==> src/svm_pkg.sv <==
package svm_pkg;
   // register byte offsets on the apb bus
   localparam logic [7:0] A_CTRL    = 8'h00;
   localparam logic [7:0] A_STATUS  = 8'h04;
   localparam logic [7:0] A_REACT   = 8'h08;
   localparam logic [7:0] A_TM_KEY  = 8'h0c;
   localparam logic [7:0] A_TM_STAT = 8'h10;
   localparam logic [7:0] A_SERIAL  = 8'h14;
   localparam logic [7:0] A_PREPERS = 8'h18;
   localparam logic [7:0] A_CRC     = 8'h1c;
   localparam logic [7:0] A_CRC_INI = 8'h20;
   localparam logic [7:0] A_RG_BASE = 8'h40;
   localparam logic [7:0] A_RG_END  = 8'h7c;
   // control bits
   localparam int C_UAR  = 0;
   localparam int C_LOCK = 1;
   localparam int C_C16  = 2;
   // event indices in the status register
   localparam int EV_MIRROR = 0;
   localparam int EV_PARITY = 1;
   localparam int EV_BRIDGE = 2;
   localparam int EV_MPU    = 3;
   localparam int EV_FREQ   = 4;
   localparam int EV_GLITCH = 5;
   localparam int EV_LOCKUP = 6;
   localparam int EV_FLASH  = 7;
   localparam int N_EV      = 8;
   // reaction codes, higher is more severe
   localparam logic [2:0] RX_FLAG = 3'h0;
   localparam logic [2:0] RX_IRQ  = 3'h1;
   localparam logic [2:0] RX_NMI  = 3'h2;
   localparam logic [2:0] RX_WARM = 3'h3;
   localparam logic [2:0] RX_COLD = 3'h4;
   // region config fields
   localparam int R_EN   = 0;
   localparam int R_SZ   = 1;
   localparam int R_SRD  = 6;
   localparam int R_PW   = 14;
   localparam int R_UR   = 15;
   localparam int R_UW   = 16;
   localparam int R_XN   = 17;
   localparam int R_ATTR = 18;
   localparam int N_RG   = 8;
   // reset values and crc constants
   localparam logic [31:0] CRC_SEED = 32'hffff_ffff;
   localparam logic [31:0] P_CRC32  = 32'hedb8_8320;
   localparam logic [31:0] P_CRC16  = 32'h0000_a001;
   localparam logic [15:0] FREQ_SAT = 16'hffff;
   // test mode states, one-hot
   typedef enum logic [2:0] {
      TM_IDLE   = 3'b001,
      TM_ERASE  = 3'b010,
      TM_ACTIVE = 3'b100
   } svm_tm_type;
endpackage

==> src/svm_top.sv <==
`timescale 1ns/10ps
`default_nettype none
module svm_top
   import svm_pkg::*;
#(
   parameter logic [31:0] TM_SECRET = 32'h5a5a_0001, // arbitrary value
   parameter logic [31:0] LOCK_TOP  = 32'h0000_1000,
   parameter logic [15:0] FREQ_MIN  = 16'h0010,
   parameter int          MIR_W     = 8
) (
   // clock and reset
   input  wire logic              i_ref_clk,
   input  wire logic              i_rst,
   // apb slave
   input  wire logic              i_psel,
   input  wire logic              i_penable,
   input  wire logic              i_pwrite,
   input  wire logic [7:0]        i_paddr,
   input  wire logic [31:0]       i_pwdata,
   output logic                   o_pready,
   output logic [31:0]            o_prdata,
   output logic                   o_pslverr,
   // test mode and flash erase
   input  wire logic              i_flash_erase_done,
   output logic                   o_flash_erase_req,
   output logic                   o_engineering_test_mode,
   output logic                   o_loader_en,
   // detectors
   input  wire logic [MIR_W-1:0]  i_mirror_a,
   input  wire logic [MIR_W-1:0]  i_mirror_b,
   input  wire logic              i_rd_valid,
   input  wire logic [31:0]       i_rd_data,
   input  wire logic              i_rd_par,
   input  wire logic              i_freq_tick,
   input  wire logic              i_glitch,
   input  wire logic              i_cpu_lockup,
   // secure bridge access
   input  wire logic              i_br_valid,
   input  wire logic [1:0]        i_br_size,
   input  wire logic              i_br_fetch,
   input  wire logic              i_br_user,
   output logic                   o_br_done,
   output logic                   o_br_err,
   // mpu check
   input  wire logic              i_mpu_valid,
   input  wire logic [31:0]       i_mpu_addr,
   input  wire logic              i_mpu_write,
   input  wire logic              i_mpu_user,
   input  wire logic              i_mpu_fetch,
   output logic                   o_mpu_fault,
   output logic [3:0]             o_mpu_attr,
   // flash program and erase requests
   input  wire logic              i_fl_req,
   input  wire logic [31:0]       i_fl_addr,
   output logic                   o_fl_grant,
   output logic                   o_fl_reject,
   // reactions
   output logic                   o_irq,
   output logic                   o_nmi,
   output logic                   o_warm_rst,
   output logic                   o_cold_rst
);

   typedef struct packed {
      svm_tm_type            tm;
      logic [2:0]            ctrl;
      logic [N_EV-1:0]       status;
      logic [N_EV*3-1:0]     react;
      logic [31:0]           serial;
      logic [31:0]           prepers;
      logic [31:0]           crc;
      logic [N_RG-1:0][31:0] rg_base;
      logic [N_RG-1:0][21:0] rg_cfg;
      logic [15:0]           fcnt;
      logic                  lock_prev;
      logic                  pready;
      logic                  pslverr;
      logic [31:0]           prdata;
      logic                  br_done;
      logic                  br_err;
      logic                  mpu_fault;
      logic [3:0]            mpu_attr;
      logic                  fl_grant;
      logic                  fl_reject;
      logic                  irq;
      logic                  nmi;
      logic                  warm;
      logic                  cold;
   } svm_state_type;

   svm_state_type st_q;
   svm_state_type st_d;

   // one byte through the reflected crc, polynomial chosen by mode
   function automatic logic [31:0] crc_byte(input logic [31:0] c,
                                           input logic [7:0]  b,
                                           input logic        m16);
      logic [31:0] r;
      logic [31:0] p;
      r = c ^ {24'h0, b};
      p = m16 ? P_CRC16 : P_CRC32;
      for (int k = 0; k < 8; k++) begin
         r = r[0] ? ((r >> 1) ^ p) : (r >> 1);
      end
      if (m16) begin
         r = {16'h0, r[15:0]};
      end
      return r;
   endfunction

   // highest numbered matching region wins, so overlaps are ordered
   function automatic logic [4:0] mpu_check(input svm_state_type s,
                                           input logic [31:0]   a,
                                           input logic          wr,
                                           input logic          usr,
                                           input logic          fx);
      logic        hit;
      logic        ok;
      logic [3:0]  at;
      logic [4:0]  sz;
      logic [2:0]  sub;
      logic [21:0] c;
      hit = 1'b0;
      ok  = 1'b1;
      at  = 4'h0;
      sz  = 5'h0;
      sub = 3'h0;
      c   = 22'h0;
      for (int i = 0; i < N_RG; i++) begin
         c   = s.rg_cfg[i];
         sz  = (c[R_SZ+:5] < 5'h8) ? 5'h8 : c[R_SZ+:5];
         sub = 3'((a >> (sz - 5'h3)) & 32'h7);
         if (c[R_EN] && ((a >> sz) == (s.rg_base[i] >> sz))
             && !c[R_SRD + 32'(sub)]) begin
            hit = 1'b1;
            at  = c[R_ATTR+:4];
            ok  = !(fx && c[R_XN]) &&
                  (usr ? (wr ? c[R_UW] : c[R_UR]) : (!wr || c[R_PW]));
         end
      end
      return {~(hit & ~ok), at};
   endfunction

   logic             acc;
   logic             wr_go;
   logic [N_EV-1:0]  ev;
   logic [2:0]       sev;
   logic [4:0]       mres;
   logic             br_bad;
   logic             fl_bad;
   logic             freq_bad;
   logic [3:0]       ridx;

   always_comb begin
      st_d     = st_q;
      acc      = i_psel & i_penable;
      wr_go    = acc & st_q.pready & i_pwrite & ~st_q.pslverr;
      ridx     = i_paddr[6:3];
      // bridge: only user rights, width and fetch
      br_bad   = i_br_valid & ((i_br_size != 2'h2) | i_br_fetch |
                               (i_br_user & ~st_q.ctrl[C_UAR]));
      mres     = mpu_check(st_q, i_mpu_addr, i_mpu_write,
                           i_mpu_user, i_mpu_fetch);
      fl_bad   = i_fl_req & st_q.ctrl[C_LOCK] &
                 (i_fl_addr < LOCK_TOP);
      // clock too fast counts above minimum per tick, slow falls short
      freq_bad = i_freq_tick & (st_q.fcnt < FREQ_MIN);
      ev             = '0;
      ev[EV_MIRROR]  = |(i_mirror_a ^ i_mirror_b);
      ev[EV_PARITY]  = i_rd_valid & ((^i_rd_data) != i_rd_par);
      ev[EV_BRIDGE]  = br_bad;
      ev[EV_MPU]     = i_mpu_valid & ~mres[4];
      ev[EV_FREQ]    = freq_bad;
      ev[EV_GLITCH]  = i_glitch;
      ev[EV_LOCKUP]  = i_cpu_lockup & ~st_q.lock_prev;
      ev[EV_FLASH]   = fl_bad;

      // frequency counter, saturating so the first tick is clean
      st_d.lock_prev = i_cpu_lockup;
      if (i_freq_tick) begin
         st_d.fcnt = 16'h0;
      end else if (st_q.fcnt != FREQ_SAT) begin
         st_d.fcnt = st_q.fcnt + 16'h1;
      end

      // access answers, registered one cycle after the request
      st_d.br_done   = i_br_valid & ~br_bad;
      st_d.br_err    = br_bad;
      st_d.mpu_fault = i_mpu_valid & ~mres[4];
      st_d.mpu_attr  = i_mpu_valid ? mres[3:0] : 4'h0;
      st_d.fl_grant  = i_fl_req & ~fl_bad;
      st_d.fl_reject = fl_bad;

      // strongest reaction among this cycle's events
      sev = RX_FLAG;
      for (int i = 0; i < N_EV; i++) begin
         if (ev[i] && st_q.react[i*3+:3] > sev &&
             st_q.react[i*3+:3] <= RX_COLD) begin
            sev = st_q.react[i*3+:3];
         end
      end
      st_d.irq  = |ev && (sev == RX_IRQ);
      st_d.nmi  = |ev && (sev == RX_NMI);
      st_d.warm = |ev && (sev == RX_WARM);
      st_d.cold = |ev && (sev == RX_COLD);

      // test mode sequencing
      case (st_q.tm)
         TM_IDLE: begin
            if (wr_go && i_paddr == A_TM_KEY && i_pwdata == TM_SECRET) begin
               st_d.tm = TM_ERASE;
            end
         end
         TM_ERASE: begin
            if (i_flash_erase_done) begin
               st_d.tm = TM_ACTIVE;
            end
         end
         TM_ACTIVE: begin
            st_d.tm = TM_ACTIVE;
         end
         default: begin
            st_d.tm = TM_IDLE;
         end
      endcase

      // apb: one wait state, data and error registered together with pready
      st_d.pready = acc & ~st_q.pready;
      if (acc && !st_q.pready) begin
         st_d.prdata  = 32'h0;
         st_d.pslverr = 1'b0;
         if (i_paddr[1:0] != 2'h0) begin
            st_d.pslverr = 1'b1;
         end else if (i_paddr == A_CTRL) begin
            st_d.prdata = {29'h0, st_q.ctrl};
         end else if (i_paddr == A_STATUS) begin
            st_d.prdata = {24'h0, st_q.status};
         end else if (i_paddr == A_REACT) begin
            st_d.prdata = {8'h0, st_q.react};
         end else if (i_paddr == A_TM_KEY) begin
            st_d.prdata = 32'h0;
         end else if (i_paddr == A_TM_STAT) begin
            st_d.prdata = {29'h0, st_q.tm};
         end else if (i_paddr == A_SERIAL || i_paddr == A_PREPERS) begin
            st_d.prdata  = (i_paddr == A_SERIAL) ? st_q.serial
                                                 : st_q.prepers;
            st_d.pslverr = i_pwrite & (st_q.tm != TM_ACTIVE);
         end else if (i_paddr == A_CRC || i_paddr == A_CRC_INI) begin
            st_d.prdata = st_q.crc;
         end else if (i_paddr >= A_RG_BASE && i_paddr <= A_RG_END) begin
            st_d.prdata = i_paddr[2] ? {10'h0, st_q.rg_cfg[ridx[2:0]]}
                                     : st_q.rg_base[ridx[2:0]];
         end else begin
            st_d.pslverr = 1'b1;
         end
      end

      // register writes at the completing edge
      if (wr_go) begin
         if (i_paddr == A_CTRL) begin
            st_d.ctrl = i_pwdata[2:0];
         end else if (i_paddr == A_REACT) begin
            st_d.react = i_pwdata[N_EV*3-1:0];
         end else if (i_paddr == A_SERIAL) begin
            st_d.serial = i_pwdata;
         end else if (i_paddr == A_PREPERS) begin
            st_d.prepers = i_pwdata;
         end else if (i_paddr == A_CRC) begin
            st_d.crc = crc_byte(st_q.crc, i_pwdata[7:0],
                                st_q.ctrl[C_C16]);
         end else if (i_paddr == A_CRC_INI) begin
            st_d.crc = st_q.ctrl[C_C16] ? {16'h0, CRC_SEED[15:0]}
                                        : CRC_SEED;
         end else if (i_paddr >= A_RG_BASE && i_paddr <= A_RG_END) begin
            if (i_paddr[2]) begin
               st_d.rg_cfg[ridx[2:0]] = i_pwdata[21:0];
            end else begin
               st_d.rg_base[ridx[2:0]] = i_pwdata;
            end
         end
      end

      // sticky status, write one to clear, a new event beats the clear
      if (wr_go && i_paddr == A_STATUS) begin
         st_d.status = (st_q.status & ~i_pwdata[N_EV-1:0]) | ev;
      end else begin
         st_d.status = st_q.status | ev;
      end
   end

   // single state register
   always_ff @(posedge i_ref_clk) begin
      if (i_rst) begin
         st_q     <= '0;
         st_q.tm  <= TM_IDLE;
         st_q.crc <= CRC_SEED;
         st_q.fcnt <= FREQ_SAT;
      end else begin
         st_q <= st_d;
      end
   end

   // outputs straight from the state register
   assign o_pready                = st_q.pready;
   assign o_prdata                = st_q.prdata;
   assign o_pslverr               = st_q.pslverr;
   assign o_flash_erase_req       = st_q.tm[1]; // one-hot erase bit
   assign o_engineering_test_mode = st_q.tm[2];
   assign o_loader_en             = st_q.tm[2];
   assign o_br_done               = st_q.br_done;
   assign o_br_err                = st_q.br_err;
   assign o_mpu_fault             = st_q.mpu_fault;
   assign o_mpu_attr              = st_q.mpu_attr;
   assign o_fl_grant              = st_q.fl_grant;
   assign o_fl_reject             = st_q.fl_reject;
   assign o_irq                   = st_q.irq;
   assign o_nmi                   = st_q.nmi;
   assign o_warm_rst              = st_q.warm;
   assign o_cold_rst              = st_q.cold;
endmodule
`default_nettype wire

==> config.mk <==
export PLATFORM = sky130hd
export DESIGN_NAME = svm_top
export DESIGN_NICKNAME = d
export VERILOG_FILES = /design/src/svm_pkg.sv /design/src/svm_top.sv
export SDC_FILE = /design/constraint.sdc
export NUM_CORES = 2
export LEC_CHECK = 0
export ABC_AREA = 1
export ABC_CLOCK_PERIOD_IN_PS = 11000
export BUFFER_PORTS_ARGS = -buffer_cell sky130_fd_sc_hd__clkbuf_2
export CORE_AREA = 5 5 331 496
export DETAILED_ROUTE_END_ITERATION = 6
export DIE_AREA = 0 0 336 501
export PLACE_DENSITY = 0.59
export SETUP_SLACK_MARGIN = 0.1
export SLEW_MARGIN = 20
export SYNTH_ARGS = -nofsm -noshare
export SYNTH_HDL_FRONTEND = slang
export SYNTH_SLANG_ARGS = --single-unit
export TNS_END_PERCENT = 100
==> constraint.sdc <==
create_clock -name i_ref_clk -period 11 [get_ports i_ref_clk]
set_clock_uncertainty 0.2 [all_clocks]
set_input_delay 1.65 -clock i_ref_clk [delete_from_list [all_inputs] [get_ports i_ref_clk]]
set_output_delay 1.65 -clock i_ref_clk [all_outputs]
set_load 0.01 [all_outputs]
==> metrics.md <==
| Metric | Value |
|---|---|
| Total wire length | `297 mm` |
| Initial core utilization | `34.8%` |
| Max-cap violations | `0` |
| Syn_nets | `9,844` |
| Slowest CP cell | `inv_1` |
| Final WS setup | `1390 ps` |
| CP max stage delay | `570 ps` |
| Post-CTS Setup Inserts | `0` |
| Core area | `0.159 mm2` |
| Seq/Total Area, Yosys | `22.7%` |
| Final non-filler cell total | `11,600` |
| Cell Rows | `180` |
| Chip width | `336 um` |
| Total track usage | `33.5%` |
| Cts hold-fix bufs | `0` |
| IO Pins | `223` |
| Htree depth | `3` |
| Layout cells sized above 1 | `8.04%` |
| Largest net degree at the start of global routing | `150` |
| Status | `complete, but fails checks` |
| Root Buffer | `clkbuf_16` |
| Commonest non-fill, non-tap cell in the layout | `nand2_1` |
| Largest family of logic cells by synthesized area | `simple AND/OR/NAND/NOR gates` |
| CTS Buf Count | `67` |
| Final hold vios | `0` |
| Async SR Flop Fraction | `0%` |
| Die H | `501 um` |
| Fillcell total | `17,700` |
| Syn Std Cell Area | `0.0554 mm2` |
| Crit path time final | `9610 ps` |
| Synth area leaders | `dfxtp_1 23%, nand2_1 19%, nand3_1 11%` |
| HP Class | `reg -> reg` |
| Worst Path Required | `11,300 ps` |
| Post-synthesis mux area share | `0.307%` |
| Input/output buffers | `210` |
| CTS tree | `built` |
| Sinks on Clock Net | `630` |
| Router iterations before antenna repair | `7` |
| Final TNS setup | `0 ps` |
| Post-synth cell types | `64` |
| Placer Congestion | `1.07` |
| Syn Inst Count | `9,634` |
| Main synth FF type | `dfxtp_1` |
| Vias | `68,900` |
| DRC Markers | `11` |
| Placed insts | `11,500` |
| Vias in the first global route | `62,600` |
| Clock Power Share | `43.1%` |
| Crit Path Category | `reg -> reg` |
| YS warnings | `0` |
| Initial antenna violation count | `19` |
| Global-route wire length before repair | `421 mm` |
| Final Cycle Share | `87.4%` |
| Critical Path Start Type | `register` |
| P_int | `3.98 mW` |
| Post-place instance area | `0.0580 mm2` |
| CTS Buffer Depth | `3` |
| Pins Over Slew Limit | `0` |
| Fmax | `104 MHz` |
| Syn_area_per_cell | `5.76 um2` |
| Switching power | `1.81 mW` |
| Compound-Gate Fraction of Synth Area | `25.1%` |
| CP arrival | `9920 ps` |
| Pwr/cell area | `95.8 mW/mm2` |
| Post-route cell area | `0.0604 mm2` |
| Most frequent CP cell | `nand2_2` |
| Combinational Power Share | `17.2%` |
| Critical Path Sink Type | `register` |
| Leak | `25.8 nW` |
| WL/cell | `25.6 um` |
| Top cell type's share of synthesized area | `22.7%` |
| Actual slew at the worst max-slew pin | `1240 ps` |
| DR iter-0 viols | `8,247` |
| DP HPWL | `221 mm` |
| Worst Path Buf+Inv | `6` |
| Reg power frac | `39.7%` |
| Slew HR | `16.3%` |
| Sw Share | `31.2%` |
| Crit path max fanout | `48` |
| Final Power | `5.79 mW` |
| Register area | `0.0126 mm2` |
| Clk pin slew, worst setup/hold paths | `60 ps` |
| XOR/XNOR share of the synthesized area | `3.30%` |
| Failing checks | `design-rule violations` |
| Seq cells post-synth | `630` |
| Clk Latency, worst-skew pair | `680 ps` |
| Final nets | `9,644` |
| Synth Area in Simple Gates | `36.4%` |
| Most frequent cells in the layout | `2,753 x nand2_1, 1,193 x nand3_1, 729 x inv_1, 698 x o21ai_0, 630 x dfxtp_1` |
| Setup repair after global routing missed its margin | `false` |
| Grt ovf | `0` |
| Area grow syn2layout | `8.97%` |
| Synth area leader | `dfxtp_1` |
| Footprint of the multi-input gates | `0.0368 mm2` |
| VDD IR-drop max | `0.000144 V` |
| Via density | `5.95` |
| Antenna-violating nets left | `0` |
| Die area | `0.168 mm2` |
| Post-cts sizing count | `0` |
| Top Family by Delay on Critical Path | `simple AND/OR/NAND/NOR gates` |
| Worst slack, placed | `760 ps` |
| Synth Area in Adders | `0.835%` |
| Setup violations, final | `0` |
| Post-synth EDFFs | `0` |
## cells by family (layout without fill, tap and decap cells)
group           Yosys count  after routing
other cells               0             12
xor+xnor                203            203
compound gates         2425           2425
fa+ha+maj                37             37
simple gates           4791           4791
mux                      17             17
buf+inv                1531           1382
flops                   630            630
## worst paths after layout
kind | slack (ps) | start | cells past startpoint | endpoint
max | 1390 | st_q[157]$_SDFFE_PP0P_ | 54 | o_nmi$_SDFF_PP0_
max reg2reg | 1390 | st_q[157]$_SDFFE_PP0P_ | 54 | o_nmi$_SDFF_PP0_
min reg2reg | 240 | st_q[582]$_SDFFE_PP0P_ | 2 | st_q[582]$_SDFFE_PP0P_
min | 240 | st_q[582]$_SDFFE_PP0P_ | 2 | st_q[582]$_SDFFE_PP0P_
## cell usage after synthesis, drive strengths merged, types with 9 or more instances
| cell type | n |
|---|---|
| a211oi | 183 |
| o221ai | 28 |
| o2111ai | 26 |
| nand3 | 1207 |
| buf | 280 |
| a21oi | 544 |
| o31ai | 15 |
| xnor2 | 95 |
| clkbuf | 429 |
| o211ai | 174 |
| o22ai | 170 |
| nand2 | 2808 |
| dfxtp | 630 |
| a31oi | 23 |
| nand3b | 27 |
| o21ai | 1164 |
| inv | 796 |
| xor2 | 108 |
| ha | 37 |
| nor2 | 610 |
| mux2i | 17 |
| clkinv | 26 |
| nand4 | 61 |
| or2 | 19 |
| nor3 | 34 |
| nor4 | 13 |
| o41ai | 44 |
| a21boi | 9 |
## per-stage QoR
step	hold WS (ps)	utilization, %
floorplan	220	-
global placement	230	36.3
detailed placement	235	36.4
CTS	244	37.8
global route	264	37.9
finish	242	37.9
## cell type report
type                            instances  share of cell area [%]
Multi-Input combinational cell       7473                    60.9
Sequential cell                       630                    20.9
Inverter                              822                    5.12
Timing Repair Buffer                  440                    4.87
Tap cell                             2093                    4.33
Clock buffer                           93                    3.26
Clock inverter                         27                   0.623
Antenna cell                           12                  0.0497
## metal layers
layer / track usage, % / share of wire (%) / up-vias
li1: - / - / 32100
met1: 36.1 / 34 / 31600
met2: 54.6 / 45 / 3944
met3: 5.99 / 8.5 / 1265
met4: 32.8 / 13 / 12
met5: 0 / 0.022 / -
## registers in the layout, summed over array words and instances (netlist names)
| signal | flops |
|---|---|
| o_irq | 1 |
| o_mpu_fault | 1 |
| o_pslverr | 1 |
| o_flash_erase_req | 1 |
| o_cold_rst | 1 |
| o_mpu_attr | 4 |
| o_engineering_test_mode | 1 |
| st_q | 581 |
| o_pready | 1 |
| o_warm_rst | 1 |
| o_nmi | 1 |
| o_prdata | 32 |
| o_br_err | 1 |
| o_fl_grant | 1 |
| o_br_done | 1 |
| o_fl_reject | 1 |
## power by group through the flow
| stage | logic (mW) | registers [mW] | clock network [mW] |
|---|---|---|---|
| after global placement | 0.950 | 2.35 | 0 |
| final | 0.995 | 2.30 | 2.50 |
| after detailed placement | 0.957 | 2.35 | 0 |
| after CTS | 0.960 | 2.30 | 2.50 |
| after floorplan | 0.552 | 2.35 | 0 |
| after global routing | 1.05 | 2.30 | 2.59 |
## worst min-delay path, cell delays in order (launching register included)
cell and delay (ps):
dfxtp_1 300, inv_1 40, a21oi_1 50
(Power assumes the default switching activity.)
